**config.mk**
```make
export PLATFORM = sky130hd
export DESIGN_NAME = dcst_ctrl
export DESIGN_NICKNAME = d
export VERILOG_FILES = /design/src/core/dcst_pkg.sv /design/src/core/dcst_timer.sv /design/src/core/dcst_chan.sv /design/src/core/dcst_ctrl.sv
export SDC_FILE = /design/constraint.sdc
export NUM_CORES = 1
export LEC_CHECK = 0
export ABC_AREA = 0
export BUFFER_PORTS_ARGS = -buffer_cell sky130_fd_sc_hd__buf_4
export CAP_MARGIN = 40
export CORE_ASPECT_RATIO = 0.5
export CORE_MARGIN = 2
export CORE_UTILIZATION = 45
export CTS_CLUSTER_DIAMETER = 150
export DETAILED_ROUTE_END_ITERATION = 6
export GPL_ROUTABILITY_DRIVEN = 0
export PLACE_DENSITY = 0.65
export SYNTH_ARGS = -nofsm -noshare
export SYNTH_HDL_FRONTEND = slang
export SYNTH_SLANG_ARGS = --single-unit
```
**constraint.sdc**
```tcl
create_clock -name mclk -period 7.67 [get_ports mclk]
set_clock_uncertainty 0.05 [all_clocks]
set_input_delay 1.534 -clock mclk [delete_from_list [all_inputs] [get_ports mclk]]
set_output_delay 1.534 -clock mclk [all_outputs]
set_load 0.005 [all_outputs]
```
**src/core/dcst_pkg.sv**
```systemverilog
// Constants, types and register map of the DC servo trigger control block.
// Assumes a 100 MHz mclk and the plain address/strobe register port of the top module.
//
// Operation
// - Writing one to bits 15..12 starts one correction on that channel.
// - A running single correction reads back as one in its single bit.
// - Writing one to bits 11..8 starts a series of corrections on that channel.
// - Running series or preset correction reads one in series and preset bits.
// - Bits 7..4 start power-up correction; the bit reads one while it runs.
// - Bits 3..0 start preset correction; bit 0 phone left, bit 3 line right.
// - Update interval is 0.256 s times two to the code; code zero is off.
// - Line pair code in bits 11..8, phone pair in 3..0, both reset 1010.
// - A series performs count plus one updates; both counts reset to 0x2a.
// - Each channel has its own servo enable bit, index 0 phone left.
// - Preset mode applies an 8-bit two's complement offset; readback shows current offset.
// - Finishing preset or power-up correction sets that channel's done flag.
package dcst_pkg;
	localparam logic [7:0] A_ENA  = 8'h43;
	localparam logic [7:0] A_TRIG = 8'h44;
	localparam logic [7:0] A_IVL  = 8'h45;
	localparam logic [7:0] A_LCNT = 8'h47;
	localparam logic [7:0] A_PCNT = 8'h48;
	localparam logic [7:0] A_OFF3 = 8'h49;
	localparam logic [7:0] A_OFF0 = 8'h4c;
	localparam logic [7:0] A_DONE = 8'h4d;
	localparam logic [7:0] A_IST  = 8'h4e;
	localparam logic [7:0] A_IMSK = 8'h4f;

	localparam int F_SINGLE  = 12;
	localparam int F_SERIES  = 8;
	localparam int F_STARTUP = 4;
	localparam int F_DACWR   = 0;
	localparam int F_IVL_LN  = 8;
	localparam int F_IVL_PH  = 0;
	localparam int F_DONE    = 8;

	localparam logic [3:0]  IVL_RST   = 4'ha;
	localparam logic [6:0]  CNT_RST   = 7'h2a;
	localparam logic [15:0] IVL_FIXED = 16'h00a0;

	localparam int CLK_NS   = 10;
	localparam int BASE_MS  = 256;
	localparam int BASE_CYC = BASE_MS * 1000000 / CLK_NS;
	localparam int STEP_NS  = 1000;
	localparam int STEP_CYC = (STEP_NS + CLK_NS - 1) / CLK_NS;

	typedef enum logic [3:0] {
		M_NONE    = 4'h0,
		M_SINGLE  = 4'h1,
		M_SERIES  = 4'h2,
		M_STARTUP = 4'h4,
		M_DACWR   = 4'h8
	} dcst_mode_t;

	typedef struct packed {
		logic single;
		logic series;
		logic startup;
		logic dacwr;
	} dcst_busy_t;
endpackage

```
**src/core/dcst_timer.sv**
```systemverilog
// Periodic update timer for one output pair.
// Assumes the interval code comes from a register on the same clock.
`timescale 1ns/1ns
module dcst_timer #(
	parameter int BASE_CYC = dcst_pkg::BASE_CYC
) (
	input  wire logic       mclk,
	input  wire logic       srst,
	input  wire logic       ce,
	input  wire logic [3:0] code,
	output logic            tick
);
	logic [31:0] pre;
	logic [31:0] next_pre;
	logic [14:0] cnt;
	logic [14:0] next_cnt;
	logic [3:0]  code_q;
	logic [14:0] last;

	// A new code restarts the interval so the first tick is never early.
	always_comb begin
		last     = 15'((32'h1 << code) - 32'h1);
		next_pre = pre;
		next_cnt = cnt;
		tick     = 1'b0;
		if (code == 4'h0 || code != code_q) begin
			next_pre = 32'h0;
			next_cnt = 15'h0;
		end else if (pre != 32'(BASE_CYC - 1)) begin
			next_pre = pre + 32'h1;
		end else begin
			next_pre = 32'h0;
			if (cnt == last) begin
				next_cnt = 15'h0;
				tick     = ce;
			end else begin
				next_cnt = cnt + 15'h1;
			end
		end
	end

	always_ff @(posedge mclk) begin
		if (srst) begin
			pre    <= 32'h0;
			cnt    <= 15'h0;
			code_q <= 4'h0;
		end else if (ce) begin
			pre    <= next_pre;
			cnt    <= next_cnt;
			code_q <= code;
		end
	end

	tick_off_a: assert property (@(posedge mclk) disable iff (srst) code == 4'h0 |-> !tick)
		else $error("timer ticked while periodic updates are off");
endmodule // dcst_timer

```
**src/core/dcst_chan.sv**
```systemverilog
// Correction sequencer for one output channel.
// Assumes requests are one-cycle pulses and at most one mode is requested at a time.
`timescale 1ns/1ns
module dcst_chan #(
	parameter int STEP_CYC = dcst_pkg::STEP_CYC
) (
	input  wire logic                mclk,
	input  wire logic                srst,
	input  wire logic                ce,
	input  wire logic                enable,
	input  dcst_pkg::dcst_mode_t     req,
	input  wire logic [6:0]          len,
	input  wire logic                tick,
	output logic                     step,
	output logic                     done,
	output dcst_pkg::dcst_mode_t     mode,
	output dcst_pkg::dcst_busy_t     busy
);
	typedef enum logic [1:0] {
		S_IDLE = 2'b01,
		S_RUN  = 2'b10
	} dcst_state_t;

	dcst_state_t          state;
	dcst_state_t          next_state;
	dcst_pkg::dcst_mode_t next_mode;
	logic [6:0]           left;
	logic [6:0]           next_left;
	logic [15:0]          tmr;
	logic [15:0]          next_tmr;

	always_comb begin
		next_state = state;
		next_mode  = mode;
		next_left  = left;
		next_tmr   = tmr;
		step       = 1'b0;
		done       = 1'b0;
		unique case (state)
			S_IDLE: begin
				if (enable && req != dcst_pkg::M_NONE) begin
					next_mode  = req;
					// A series runs its count plus one updates.
					next_left  = (req == dcst_pkg::M_SERIES) ? len : 7'h0;
					next_tmr   = 16'(STEP_CYC - 1);
					next_state = S_RUN;
					step       = ce;
				end else if (enable && tick) begin
					next_mode  = dcst_pkg::M_SINGLE;
					next_left  = 7'h0;
					next_tmr   = 16'(STEP_CYC - 1);
					next_state = S_RUN;
					step       = ce;
				end
			end
			S_RUN: begin
				if (!enable) begin
					next_state = S_IDLE;
					next_mode  = dcst_pkg::M_NONE;
				end else if (tmr != 16'h0) begin
					next_tmr = tmr - 16'h1;
				end else if (left != 7'h0) begin
					next_left = left - 7'h1;
					next_tmr  = 16'(STEP_CYC - 1);
					step      = ce;
				end else begin
					// Finishing clears the mode, which self-clears the trigger bit.
					next_state = S_IDLE;
					next_mode  = dcst_pkg::M_NONE;
					done       = ce;
				end
			end
		endcase
	end

	always_ff @(posedge mclk) begin
		if (srst) begin
			state <= S_IDLE;
			mode  <= dcst_pkg::M_NONE;
			left  <= 7'h0;
			tmr   <= 16'h0;
		end else if (ce) begin
			state <= next_state;
			mode  <= next_mode;
			left  <= next_left;
			tmr   <= next_tmr;
		end
	end

	assign busy.single  = mode == dcst_pkg::M_SINGLE;
	assign busy.series  = mode == dcst_pkg::M_SERIES || mode == dcst_pkg::M_DACWR;
	assign busy.startup = mode == dcst_pkg::M_STARTUP;
	assign busy.dacwr   = busy.series;

	series_len_a: assert property (@(posedge mclk) disable iff (srst)
		state == S_IDLE && enable && ce && req == dcst_pkg::M_SERIES |=> left == $past(len))
		else $error("series did not load its update count");
	ena_off_a: assert property (@(posedge mclk) disable iff (srst)
		!enable && ce |=> state == S_IDLE)
		else $error("disabled channel kept running");
endmodule // dcst_chan

```
**src/core/dcst_ctrl.sv**
```systemverilog
// Top of the DC servo trigger control: register port, four channel sequencers, two pair timers.
// Assumes a single-cycle write/read strobe master on mclk and an analogue servo that
// performs one update per servo_step pulse.
`timescale 1ns/1ns
module dcst_ctrl #(
	parameter int BASE_CYC = dcst_pkg::BASE_CYC,
	parameter int STEP_CYC = dcst_pkg::STEP_CYC
) (
	input  wire logic        mclk,
	input  wire logic        srst,
	input  wire logic        ce,
	input  wire logic [7:0]  addr,
	input  wire logic [15:0] wdata,
	input  wire logic        wr,
	input  wire logic        rd,
	output logic      [15:0] rdata,
	output logic      [3:0]  servo_step,
	output logic      [3:0]  servo_active,
	output logic      [31:0] cur_offset,
	output logic             irq
);
	////////////////////////////////////////////////////////////////////////////////
	// Register state.

	logic [3:0]  ena;
	logic [3:0]  next_ena;
	logic [3:0]  ivl_line;
	logic [3:0]  next_ivl_line;
	logic [3:0]  ivl_phone;
	logic [3:0]  next_ivl_phone;
	logic [6:0]  cnt_line;
	logic [6:0]  next_cnt_line;
	logic [6:0]  cnt_phone;
	logic [6:0]  next_cnt_phone;
	logic [7:0]  preset     [4];
	logic [7:0]  next_preset[4];
	logic [7:0]  cur_off     [4];
	logic [7:0]  next_cur_off[4];
	logic [3:0]  done_flags;
	logic [3:0]  next_done_flags;
	logic [3:0]  ist;
	logic [3:0]  next_ist;
	logic [3:0]  imsk;
	logic [3:0]  next_imsk;
	logic [15:0] next_rdata;

	dcst_pkg::dcst_mode_t req [4];
	dcst_pkg::dcst_mode_t mode[4];
	dcst_pkg::dcst_busy_t busy[4];
	logic [3:0]           done;
	logic [3:0]           tick_pair;
	logic [15:0]          trig_rb;
	logic [15:0]          ivl_rb;
	logic                 wr_trig;

	assign wr_trig = wr && addr == dcst_pkg::A_TRIG;

	////////////////////////////////////////////////////////////////////////////////
	// Trigger decode. Only ones start anything; a busy channel ignores new triggers.

	always_comb begin
		for (int i = 0; i < 4; i++) begin
			req[i] = dcst_pkg::M_NONE;
			if (wr_trig && mode[i] == dcst_pkg::M_NONE) begin
				if (wdata[dcst_pkg::F_STARTUP + i]) begin
					req[i] = dcst_pkg::M_STARTUP;
				end else if (wdata[dcst_pkg::F_DACWR + i]) begin
					req[i] = dcst_pkg::M_DACWR;
				end else if (wdata[dcst_pkg::F_SERIES + i]) begin
					req[i] = dcst_pkg::M_SERIES;
				end else if (wdata[dcst_pkg::F_SINGLE + i]) begin
					req[i] = dcst_pkg::M_SINGLE;
				end
			end
		end
	end

	////////////////////////////////////////////////////////////////////////////////
	// Channels and timers. Channels 2 and 3 are the line pair, 0 and 1 the phone pair.

	dcst_timer #(
		.BASE_CYC(BASE_CYC)
	) u_tmr_phone (
		.mclk(mclk),
		.srst(srst),
		.ce  (ce),
		.code(ivl_phone),
		.tick(tick_pair[0])
	);

	dcst_timer #(
		.BASE_CYC(BASE_CYC)
	) u_tmr_line (
		.mclk(mclk),
		.srst(srst),
		.ce  (ce),
		.code(ivl_line),
		.tick(tick_pair[1])
	);

	for (genvar g = 0; g < 4; g++) begin : g_chan
		dcst_chan #(
			.STEP_CYC(STEP_CYC)
		) u_chan (
			.mclk  (mclk),
			.srst  (srst),
			.ce    (ce),
			.enable(ena[g]),
			.req   (req[g]),
			.len   ((g >= 2) ? cnt_line : cnt_phone),
			.tick  (tick_pair[g / 2]),
			.step  (servo_step[g]),
			.done  (done[g]),
			.mode  (mode[g]),
			.busy  (busy[g])
		);
		assign servo_active[g]           = mode[g] != dcst_pkg::M_NONE;
		assign cur_offset[g*8 +: 8]      = cur_off[g];
		assign trig_rb[dcst_pkg::F_SINGLE + g]  = busy[g].single;
		assign trig_rb[dcst_pkg::F_SERIES + g]  = busy[g].series;
		assign trig_rb[dcst_pkg::F_STARTUP + g] = busy[g].startup;
		assign trig_rb[dcst_pkg::F_DACWR + g]   = busy[g].dacwr;
	end

	assign ivl_rb = dcst_pkg::IVL_FIXED
		| {4'h0, ivl_line, 8'h00} | {12'h000, ivl_phone};

	////////////////////////////////////////////////////////////////////////////////
	// Register updates and readback.

	always_comb begin
		next_ena        = ena;
		next_ivl_line   = ivl_line;
		next_ivl_phone  = ivl_phone;
		next_cnt_line   = cnt_line;
		next_cnt_phone  = cnt_phone;
		next_done_flags = done_flags;
		next_ist        = ist;
		next_imsk       = imsk;
		next_rdata      = 16'h0000;
		for (int i = 0; i < 4; i++) begin
			next_preset[i]  = preset[i];
			next_cur_off[i] = cur_off[i];
		end
		if (wr) begin
			unique case (addr)
				dcst_pkg::A_ENA:  next_ena = wdata[3:0];
				dcst_pkg::A_IVL: begin
					next_ivl_line  = wdata[dcst_pkg::F_IVL_LN +: 4];
					next_ivl_phone = wdata[dcst_pkg::F_IVL_PH +: 4];
				end
				dcst_pkg::A_LCNT: next_cnt_line = wdata[6:0];
				dcst_pkg::A_PCNT: next_cnt_phone = wdata[6:0];
				dcst_pkg::A_IST:  next_ist = ist & ~wdata[3:0];
				dcst_pkg::A_IMSK: next_imsk = wdata[3:0];
				default: begin
					for (int i = 0; i < 4; i++) begin
						if (addr == dcst_pkg::A_OFF0 - 8'(i)) begin
							next_preset[i] = wdata[7:0];
						end
					end
				end
			endcase
		end
		for (int i = 0; i < 4; i++) begin
			// A new power-up or preset run reads as incomplete until it finishes.
			if (ena[i] && (req[i] == dcst_pkg::M_STARTUP || req[i] == dcst_pkg::M_DACWR)) begin
				next_done_flags[i] = 1'b0;
			end
			if (done[i] && (mode[i] == dcst_pkg::M_STARTUP || mode[i] == dcst_pkg::M_DACWR)) begin
				next_done_flags[i] = 1'b1;
			end
			if (done[i] && mode[i] == dcst_pkg::M_DACWR) begin
				next_cur_off[i] = preset[i];
			end
			// Set wins over a write-one clear in the same cycle.
			if (done[i]) begin
				next_ist[i] = 1'b1;
			end
		end
		if (rd) begin
			unique case (addr)
				dcst_pkg::A_ENA:  next_rdata = {12'h000, ena};
				dcst_pkg::A_TRIG: next_rdata = trig_rb;
				dcst_pkg::A_IVL:  next_rdata = ivl_rb;
				dcst_pkg::A_LCNT: next_rdata = {9'h000, cnt_line};
				dcst_pkg::A_PCNT: next_rdata = {9'h000, cnt_phone};
				dcst_pkg::A_DONE: next_rdata = {4'h0, done_flags, 8'h00};
				dcst_pkg::A_IST:  next_rdata = {12'h000, ist};
				dcst_pkg::A_IMSK: next_rdata = {12'h000, imsk};
				default: begin
					for (int i = 0; i < 4; i++) begin
						if (addr == dcst_pkg::A_OFF0 - 8'(i)) begin
							next_rdata = {8'h00, cur_off[i]};
						end
					end
				end
			endcase
		end
	end

	always_ff @(posedge mclk) begin
		if (srst) begin
			ena        <= 4'h0;
			ivl_line   <= dcst_pkg::IVL_RST;
			ivl_phone  <= dcst_pkg::IVL_RST;
			cnt_line   <= dcst_pkg::CNT_RST;
			cnt_phone  <= dcst_pkg::CNT_RST;
			done_flags <= 4'h0;
			ist        <= 4'h0;
			imsk       <= 4'h0;
			rdata      <= 16'h0000;
			for (int i = 0; i < 4; i++) begin
				preset[i]  <= 8'h00;
				cur_off[i] <= 8'h00;
			end
		end else if (ce) begin
			ena        <= next_ena;
			ivl_line   <= next_ivl_line;
			ivl_phone  <= next_ivl_phone;
			cnt_line   <= next_cnt_line;
			cnt_phone  <= next_cnt_phone;
			done_flags <= next_done_flags;
			ist        <= next_ist;
			imsk       <= next_imsk;
			rdata      <= next_rdata;
			for (int i = 0; i < 4; i++) begin
				preset[i]  <= next_preset[i];
				cur_off[i] <= next_cur_off[i];
			end
		end
	end

	assign irq = |(ist & imsk);

	////////////////////////////////////////////////////////////////////////////////
	// Checks.

	trig_single_a: assert property (@(posedge mclk) disable iff (srst)
		ce && ena[3] && req[3] == dcst_pkg::M_SINGLE |=> trig_rb[dcst_pkg::F_SINGLE + 3] && servo_active[3])
		else $error("single trigger did not start the correction");
	single_rb_a: assert property (@(posedge mclk) disable iff (srst)
		ce && rd && addr == dcst_pkg::A_TRIG && mode[0] == dcst_pkg::M_SINGLE |=> rdata[dcst_pkg::F_SINGLE])
		else $error("running single correction not shown");
	series_rb_a: assert property (@(posedge mclk) disable iff (srst)
		ce && rd && addr == dcst_pkg::A_TRIG && (mode[0] == dcst_pkg::M_SERIES || mode[0] == dcst_pkg::M_DACWR)
		|=> rdata[dcst_pkg::F_SERIES] && rdata[dcst_pkg::F_DACWR])
		else $error("series or preset run not shown in both bits");
	startup_a: assert property (@(posedge mclk) disable iff (srst)
		ce && ena[1] && req[1] == dcst_pkg::M_STARTUP
		|=> trig_rb[dcst_pkg::F_STARTUP + 1] until (done[1] || !ena[1]))
		else $error("power-up bit not held while running");
	dacwr_off_a: assert property (@(posedge mclk) disable iff (srst)
		ce && done[2] && mode[2] == dcst_pkg::M_DACWR |=> cur_off[2] == $past(preset[2]))
		else $error("preset offset not applied on finish");
	done_flag_a: assert property (@(posedge mclk) disable iff (srst)
		ce && done[1] && mode[1] == dcst_pkg::M_STARTUP |=> done_flags[1])
		else $error("done flag not set after power-up run");
	ivl_rst_a: assert property (@(posedge mclk)
		$past(srst) && !srst && $past(ce, 1) |-> ivl_rb == 16'h0aaa)
		else $error("interval register reset value wrong");
	no_start_a: assert property (@(posedge mclk) disable iff (srst)
		ce && wr_trig && wdata[dcst_pkg::F_SINGLE +: 4] == 4'h0 && wdata[11:0] == 12'h000
		&& mode[1] == dcst_pkg::M_NONE |-> req[1] == dcst_pkg::M_NONE)
		else $error("writing zeros started a correction");
	ena_start_a: assert property (@(posedge mclk) disable iff (srst)
		ce && !ena[2] && req[2] != dcst_pkg::M_NONE |=> !servo_active[2])
		else $error("disabled channel accepted a trigger");

	series_c: cover property (@(posedge mclk) disable iff (srst) req[0] == dcst_pkg::M_SERIES ##[1:300] done[0]);
	dacwr_c: cover property (@(posedge mclk) disable iff (srst) done[2] && mode[2] == dcst_pkg::M_DACWR);
	irq_c: cover property (@(posedge mclk) disable iff (srst) $rose(irq));
endmodule // dcst_ctrl

```
# [Yosys cells after proc, flatten, opt, wreduce, memory -nomap -nowiden]
# Memory sizes are Yosys's and may differ from the RTL's.
# Cells that the tools add are included.
[classes] add_sub_neg=14 eq_ne=84 n_shift=2 muxes=219 bitwise_logic=12 n_reduce_logical=102
[ops] cell="$mux W16" n=24
[ops] cell="$mux W32" n=6
[ops] cell="$mux W7" n=24
[ops] cell="$mux W4" n=34
[ops] cell="$mux W8" n=17
[ops] cell="$pmux W16 S2" n=4
[ops] cell="$pmux W16 S8" n=1
[ops] cell="$eq A8 B7 Y1 const B" n=12
[ops] cell="$mux W15" n=6
[ops] cell="$add A32 B1 Y32 const B" n=2
[ops] cell="$ne A32 B25 Y1 const B" n=2
[ops] cell="$reduce_bool A16 Y1" n=4
[ops] cell="$sub A16 B1 Y16 const B" n=4
[ops] cell="$mux W1" n=63
[ops] cell="$pmux W7 S2" n=4
[ops] cell="$mux W2" n=24
[ops] cell="$eq A4 B2 Y1 const B" n=8
[ops] cell="$eq A4 B3 Y1 const B" n=8
[ops] cell="$eq A4 B4 Y1 const B" n=8
[ops] cell="$pmux W4 S2" n=4
[ops] cell="$reduce_and A4 Y1" n=8
[ops] cell="$reduce_bool A4 Y1" n=8
[ops] cell="$add A15 B1 Y15 const B" n=2
[ops] cell="$eq A15 B15 Y1" n=2
[ops] cell="27 further kinds" n=154
[word_totals] regBits=272 ramBits=64 word_cells=472 n_memories=2
[memory_table] memory="cur_off" words=4 word_bits=8 read_ports=4 rd_clocked_by_memory_dff=0 write_ports=4 line_no="dcst_ctrl.sv:37" source="logic [7:0] cur_off [4];"
[memory_table] memory="preset" words=4 word_bits=8 read_ports=4 rd_clocked_by_memory_dff=0 write_ports=4 line_no="dcst_ctrl.sv:35" source="logic [7:0] preset [4];"

# [Longest topological paths before layout]
# Gate-level depths: netlist of run 1.
[depth] ltp_word=10 depth_mapped=17 mapped_depth_nobuf=12

# [By module]
# From an unflattened synthesis of run 1, not the netlist that was laid out.
[unflattened] hier_cells=2179 hier_area_um2=18890.6
[modules_own_cells] module="dcst_chan" n_inst=4 cells_each=212 area_per_inst_um2=1751.7
[modules_own_cells] module="dcst_ctrl" n_inst=1 cells_each=531 area_per_inst_um2=5590.4
[modules_own_cells] module="dcst_timer (u_tmr_line)" n_inst=1 cells_each=405 area_per_inst_um2=3176.8
[modules_own_cells] module="dcst_timer (u_tmr_phone)" n_inst=1 cells_each=395 area_per_inst_um2=3116.7

# [Worst setup path before layout of run 1]
# No wires, ideal clock.
[synth_path] path_kind="input-to-output" start="in addr[5]" end="out servo_step[2]" arrival_time_ns=3.298 required_time_ns=6.086 slack_ns=2.788 stages=9 n_path_buf=1 path_cell_list="nor4b_2 -> nand3b_1 -> nor3_1 -> and2_1 -> nand2_1 -> o21ai_0 -> nand2_1 -> a21oi_1 -> buf_4"
[synth_between] elab_chain_len=8
[synth_rtl] item="from (decl)" line_no="dcst_ctrl.sv:12" source="input wire logic [7:0] addr,"
[synth_rtl] item="$eq A8 B7 Y1" line_no="dcst_ctrl.sv:56" source="assign wr_trig = wr && addr == dcst_pkg::A_TRIG;"
[synth_rtl] item="$logic_and A1 B1 Y1" line_no="dcst_ctrl.sv:56"
[synth_rtl] item="$logic_and A1 B1 Y1" line_no="dcst_ctrl.sv:64" source="if (wr_trig && mode[i] == dcst_pkg::M_NONE) begin"
[synth_rtl] item="$mux W4" line_no="dcst_ctrl.sv:64"
[synth_rtl] item="$reduce_bool A4 Y1" line_no="dcst_chan.sv:41" source="if (enable && req != dcst_pkg::M_NONE) begin"
[synth_rtl] item="$logic_and A1 B1 Y1" line_no="dcst_chan.sv:41"
[synth_rtl] item="$mux W1" line_no="dcst_chan.sv:41"
[synth_rtl] item="$pmux W1 S2" line_no="dcst_chan.sv:39" source="unique case (state)"
[synth_rtl] item="to (decl)" line_no="dcst_ctrl.sv:17" source="output logic [3:0] servo_step,"
# Every way passes these cells.

# [Worst setup path in the final report of run 1]
[layout_path] start="reg ivl_line[2]" end="out servo_step[2]"
[layout_between] elab_chain_len=10 elab_cells_between_ends=13 cone_classes="1 x add/sub; 2 x eq/ne; 1 x shift; 6 x mux; 3 x reduce/logical"
[layout_rtl] item="from (decl)" line_no="dcst_ctrl.sv:27" source="logic [3:0] ivl_line;"
[layout_rtl] item="from (signal assigned)" line_no="dcst_ctrl.sv:205" source="ivl_line <= dcst_pkg::IVL_RST;"
[layout_rtl] item="from (signal assigned)" line_no="dcst_ctrl.sv:219" source="ivl_line <= next_ivl_line;"
[layout_rtl] item="$shl A1 B4 Y15" line_no="dcst_timer.sv:22" source="last = 15'((32'h1 << code) - 32'h1);"
[layout_rtl] item="$sub A15 B1 Y15" line_no="dcst_timer.sv:22"
[layout_rtl] item="$eq A15 B15 Y1" line_no="dcst_timer.sv:33" source="if (cnt == last) begin"
[layout_rtl] item="$mux W1" line_no="dcst_timer.sv:33"
[layout_rtl] item="$mux W1" line_no="dcst_timer.sv:29" source="end else if (pre != 32'(BASE_CYC - 1)) begin"
[layout_rtl] item="$mux W1 *" line_no="dcst_timer.sv:26" source="if (code == 4'h0 || code != code_q) begin"
[layout_rtl] item="$logic_and A1 B1 Y1 *" line_no="dcst_chan.sv:48" source="end else if (enable && tick) begin"
[layout_rtl] item="$mux W1 *" line_no="dcst_chan.sv:48"
[layout_rtl] item="$mux W1 *" line_no="dcst_chan.sv:41"
[layout_rtl] item="$pmux W1 S2 *" line_no="dcst_chan.sv:39"
# Every way passes the cells marked *; elsewhere a longest branch is shown, timed or not.

==> impl_metrics.toml, run 1 <==
[finish]
most_common_library_cell_in_the_layout_ignoring_fill_and_taps = "dfxtp_1"
multi_input_combinational_cell_area_mm2 = 0.00950
syn2layout_area_growth_pct = 11.5
sequential_cell_area_mm2 = 0.00737
post_route_cells_drive_above_1_share_pct = 9.28
mostFrequentLayoutCells = "272 x dfxtp_1, 270 x nor2_1, 174 x nand2_1"
layoutNonFillerInstCount = 2631
postLayoutCellArea_mm2 = 0.0196
fillers = 3675
antenna_cells = 0
post-route-util_pct = 50.6
final_nets = 2124

[job]
maxCapViolations = 0

[synth]
netlist_instances = 2060
number_of_synthesized_register_bits = 336
mappedNetlistNets = 2107
async_reset_ff_share_pct = 0
yosys_most_used_dff = "dfxtp_1"
synth.largest_area_cell = "dfxtp_1"
mappedNetlistArea_mm2 = 0.0176
area_share_of_the_leading_cell_type_in_the_synthesized_netlist_pct = 31.0
synth_edf_count = 64
netlist-cell-type-count = 93
synth_seq_area_share_pct = 41.9
yosys_warnings = 0
synth.top_cells.by_area = "dfxtp_1 31%, edfxtp_1 11%, nor2_1 5.8%, nand2_1 3.7%, xnor2_1 3.3%"
post_synthesis_mean_instance_area_um2 = 8.53

[setup_path]
timing.critical_path.from = "ivl_line[2]"
crit_path_start_kind = "flip-flop"
worst_setup_path_end_kind = "output port"
launch_point_of_the_worst_reg_to_reg_path = "ivl_phone[3]"
critical_path_class = "reg2out"
cp.required_ns = 6.09
critical_path.slowest_cell = "dfxtp_1"
worstPathCellList = "nor2_1, nand3b_1, ha_1, or4b_2, o21ai_0, and3_1, or4b_1, nor4_1, nand3_1, o21ai_0, nand2_1, a21oi_1, buf_4"
critPathArrivalTime_ns = 4.32
critical_path.max_stage_delay_ns = 0.90
critical-path-top-cell-by-count = "o21ai_0"
critical_path_maximum_fanout = 27

[sta]
final_period_minus_worst_setup_slack_ns = 5.90
timing.slew.headroom_pct = 38.8
post-route-period-util_pct = 77.0
final.setup.tns_ns = 0
rsz_0062_raised_after_global_routing = "false"
number_of_setup_violations_in_the_final_report = 0
max_clock_freq_mhz = 169
finalMaxSlewViolations = 0
hold_viol = 0
worstMarginPinSlew_ns = 0.918

[detailed_routing]
detailroute.via_count = 15400
drt_iter0_markers = 1513
route.detailed.vias_per_inst = 5.85
route.detailed.drc = 0
route.detailed.wl_per_inst_um = 18.1
route.antenna.remaining_nets = 0
routed_wl_um = 47500
dr.pass1.iters = 6

[clocking]
cts_root_buf = "clkbuf_16"
post_cts_resized = 0
max-clock-path-buffers = 3
tritoncts.num_buffers = 31
tritoncts = "built"
worst_setup_hold_path_clk_slew_ns = 0.07
worst_skew_pair.late_latency_ns = 0.58
cts_max_level = 1
post-cts-setup-buffer-count = 0
clock_net_sink_count = 336
cts.hold.buffers_added = 0

[floorplanning]
fp.dieW_um = 284
die_height_um = 144
io_pins = 86
design.core.area_mm2 = 0.0387
standard_cell_row_count = 51
floorplan.initialDensity_pct = 45.4
die_area_mm2 = 0.0408

[pwr]
power.share.sequential_pct = 50.1
total_power_uw = 3710
power-per-cell-area_mw_per_mm2 = 189
swShare_pct = 22.8
comb_power_share_pct = 6.1
power.clock.fraction_pct = 43.8
cellLeakagePower_uw = 0.00701
cell_internal_pwr_uw = 2860
vdd_drop_max_mv = 0.165
power.switching_uw = 846

[place]
place_inst = 2574
placed_area_mm2 = 0.0185
port_buffers = 85
place_hpwl_um = 33300

[min_path]
worstHoldStart = "rdata[2]"
hp-class = "reg2reg"

[grt]
gr-total-overflow = 0
grtUsageTotal_pct = 22.6
vias_in_the_first_global_route = 13600
grt_pass1_wl_um = 75000
number_of_antenna_violations_at_the_first_check_in_global_routing = 1
grt_max_degree = 60

[status]
outcome = "completed"
[path summary, 6_finish.rpt]
| path | to | slack, ns | cells after the start |
|---|---|---|---|
| worst max-delay path | servo_step[2] | 1.77 | 13 |
| worst min-delay path | rdata[2] | 0.42 | 2 |
| worst min register to register | rdata[2] | 0.42 | 2 |
| worst max register to register | g_chan[1].u_chan.tmr[10] | 2.94 | 11 |
[synthesized netlist by cell type, types with 7 or more instances]
library cell and number:
nor3_1 78, nor2b_1 11, xor2_1 66, o21ai_0 74
mux2i_1 49, edfxtp_1 64, o31ai_1 9, and3_1 85
buf_2 13, nor4_1 36, nand3_1 89, or4_1 11
a21oi_1 102, nand3b_1 11, a21o_1 7, nand4b_1 8
nand2b_1 32, nor3b_1 15, a311oi_1 11, dfxtp_1 272
or3_1 29, a22oi_1 36, nor2_1 270, nand2_1 174
and4_1 13, a31oi_1 15, or2_2 8, nor4b_1 10
o211ai_1 12, a211oi_1 27, nand4_1 34, xnor2_1 66
clkbuf_1 90, inv_1 52, ha_1 18, a31o_2 7
buf_4 8, and2_1 12, a221oi_1 10, o21a_1 7
[power by group through the flow]
stage,logic (uW),registers (uW),clock network (uW)
2_1_floorplan,145,1890,0
3_3_place_gp,221,1900,0
3_5_place_dp,225,1900,0
4_1_cts,227,1860,1660
5_1_grt,251,1860,1730
6_report,227,1860,1620
[worst max-delay path: cells and delay by family (launching register included)]
family / cells / cell delay [ns]
AND/OR/NAND/NOR: 8 / 1.85
buffers and inverters: 1 / 0.17
adder cells (fa/ha/maj): 1 / 0.39
flip-flops: 1 / 0.90
AO/OA/AOI/OAI: 3 / 0.43
[flip-flops by register name, summed over array words and instances (netlist names), 7 cells and up]
signal,flops
rdata,16
u_tmr_phone.pre,32
g_chan.u_chan.tmr,64
cur_off,32
g_chan.u_chan.state,8
cnt_phone,7
g_chan.u_chan.left,28
cnt_line,7
u_tmr_phone.cnt,15
preset,32
u_tmr_line.cnt,15
u_tmr_line.pre,32
g_chan.u_chan.mode,16
[per-stage QoR]
stage | hold slack (ns) | setup WS (ns)
finish | 0.416 | 1.77
global route | 0.442 | 1.34
CTS | 0.413 | 1.81
detailed placement | 0.404 | 2.21
global placement | 0.401 | 2.19
floorplan | 0.387 | 2.79
[cell type report]
type | instances | area share, %
multi-input combinational | 1551 | 48.5
sequential | 336 | 37.6
clock buffer | 47 | 4.63
timing repair buffer | 105 | 4.14
tap | 530 | 3.38
inverter | 52 | 0.996
clock inverter | 10 | 0.779
[cell families after synthesis]
logic type	share of synthesized area, %
adders and majority gates	1.28
xor gates and xnor gates	6.58
DFF	41.9
and+or+nand+nor	28.0
muxes	3.24
buffers and inverters	4.09
AOI/OAI and AO/OA	14.9
[per-layer routing]
layer	share of wire, %	vias to the layer above	routed length [um]	track usage, %
li1	-	7511	-	-
met1	46	7334	21900	31.9
met2	44	456	20900	35.3
met3	6.9	93	3270	4.05
met4	3.0	0	1410	6.66
met5	0	-	0	0
Note: power is estimated with default switching activity, not from simulation.
==> run 2, diff against run 1 <==
Settings changed: PLACE_DENSITY 0.65 to 0.67.
Clock period 7.67 ns to 5.35 ns, I/O delays scaled along.
==> impl_metrics.toml, run 2 (synthesis results as in run 1) <==
[finish]
mostFrequentLayoutCells = "271 x dfxtp_1, 270 x nor2_1, 174 x nand2_1"
layoutNonFillerInstCount = 2648
sequential_cell_area_mm2 = 0.00737
regMostFlops = "g_chan.u_chan.tmr"
antenna_cells = 0
largest_register_ffs = 64
most_common_library_cell_in_the_layout_ignoring_fill_and_taps = "dfxtp_1"
fillers = 3636
post_route_cells_drive_above_1_share_pct = 10.1
syn2layout_area_growth_pct = 12.2
final_nets = 2143
multi_input_combinational_cell_area_mm2 = 0.00950

[sta]
final_period_minus_worst_setup_slack_ns = 5.06
post-route-period-util_pct = 94.6
max_clock_freq_mhz = 197
finalMaxSlewViolations = 0
rsz_0062_raised_after_global_routing = "false"
number_of_setup_violations_in_the_final_report = 0
final.setup.tns_ns = 0
worstMarginPinSlew_ns = 0.873
timing.slew.headroom_pct = 41.4
hold_viol = 0
smallest_hold_slack_ns = 0.417

[place]
place_inst = 2590
port_buffers = 85
place_hpwl_um = 33400

[floorplanning]
die_height_um = 144
fp.dieW_um = 284
floorplan.initialDensity_pct = 45.4
standard_cell_row_count = 51
die_area_mm2 = 0.0408
design.core.area_mm2 = 0.0387
io_pins = 86

[clocking]
cts_max_level = 2
worst_setup_hold_path_clk_slew_ns = 0.06
max-clock-path-buffers = 3
worst_skew_pair.late_latency_ns = 0.53
post-cts-setup-buffer-count = 0
tritoncts = "built"
clock_net_sink_count = 336
tritoncts.num_buffers = 34
cts_root_buf = "clkbuf_16"

[status]
violations = "design-rule violations"
outcome = "complete, but fails checks"

[setup_path]
critical_path.max_stage_delay_ns = 0.62
cp.required_ns = 4.23
crit_path_start_kind = "flip-flop"
critPathArrivalTime_ns = 3.94
critical_path_maximum_fanout = 14
critical_path.slowest_cell = "or4_4"
worst_setup_path_end_kind = "output port"
critical_path_class = "reg2out"
critical-path-top-cell-by-count = "nor2_1"
worstPathCellList = "or4_4, ha_1, nor4b_1, a32oi_1, o211a_1, a2111oi_4, and3_1, a21oi_1, nor2_1, a31oi_1, nor2_1, buf_4"

[detailed_routing]
drt_iter0_markers = 1454
dr.pass1.iters = 7
route.detailed.vias_per_inst = 5.82
route.detailed.wl_per_inst_um = 18.1
detailroute.via_count = 15400
routed_wl_um = 48000
route.detailed.drc = 2
route.antenna.remaining_nets = 0

[grt]
grtUsageTotal_pct = 23.0
vias_in_the_first_global_route = 14100
gr-total-overflow = 0
grt_max_degree = 107
number_of_antenna_violations_at_the_first_check_in_global_routing = 0
grt_pass1_wl_um = 76700

[min_path]
hp-class = "reg2reg"

[pwr]
cellLeakagePower_uw = 0.00708
vdd_drop_max_mv = 0.161
power-per-cell-area_mw_per_mm2 = 271

[job]
maxCapViolations = 0
==> run 2: cell count changes in the layout (fill, tap and decap cells not counted), sizes merged <==
cell	change
clkinv	+2
inv	-2
clkbuf	+4
bufinv	-3
buf	+16
==> run 2: report_power, final <==
| group | internal (uW) | switching (uW) | total [uW] |
|---|---|---|---|
| Combinational | 117 | 212 | 330 |
| Clock | 1350 | 994 | 2350 |
| Sequential | 2630 | 32.3 | 2660 |
==> run 2: final cells by class <==
| type | count | share of cell area [%] |
|---|---|---|
| well taps | 530 | 3.36 |
| clock buffers | 51 | 5.11 |
| multi-input cells | 1551 | 48.2 |
| repair buffers | 121 | 4.68 |
| flip-flops and latches | 336 | 37.4 |
| inverters | 52 | 0.990 |
| clock inverters | 7 | 0.336 |
==> run 2: per-layer routing <==
metal | global-route usage (%) | up-vias | routed length (um)
li1 | - | 7526 | -
met1 | 31.9 | 7302 | 22400
met2 | 36.0 | 483 | 21100
met3 | 3.75 | 112 | 2820
met4 | 9.11 | 0 | 1760
met5 | 0 | - | 0
==> run 2: critical path, delay by kind of cell (launching register included) <==
kind                       cells  cell delay, ns
AOI/OAI and AO/OA              5            0.81
buffers and inverters          1            0.15
DFF                            1            0.47
adders and majority gates      1            0.36
and+or+nand+nor                5            1.64
==> run 2: final timing paths <==
kind	startpoint	endpoint	slack (ns)	depth (start not counted)
hold reg to reg	rdata[14]	rdata[14]	0.42	2
setup reg to reg	ivl_phone[3]	g_chan[1].u_chan.tmr[10]	1.19	10
hold / removal	rdata[14]	rdata[14]	0.42	2
setup / recovery	ivl_phone[3]	servo_step[0]	0.29	12
==> run 2: repair_timing <==
item / 4_1_cts / 5_1_grt
hold buffers: 0 / 0
resized for setup: 0 / 1
setup endpoints to repair: 0 / 1
==> run 2: through the flow <==
step                      area [um^2]  util, %  total power (uW)  setup WS, ns
after global placement          18600     48.0              3040         0.780
after floorplan                 17600        -              2920          1.12
after global routing            19700     50.9              5510        0.0337
after CTS                       19700     50.9              5390         0.279
final                           19700     50.9              5340         0.286
after detailed placement        18600     48.1              3040         0.735
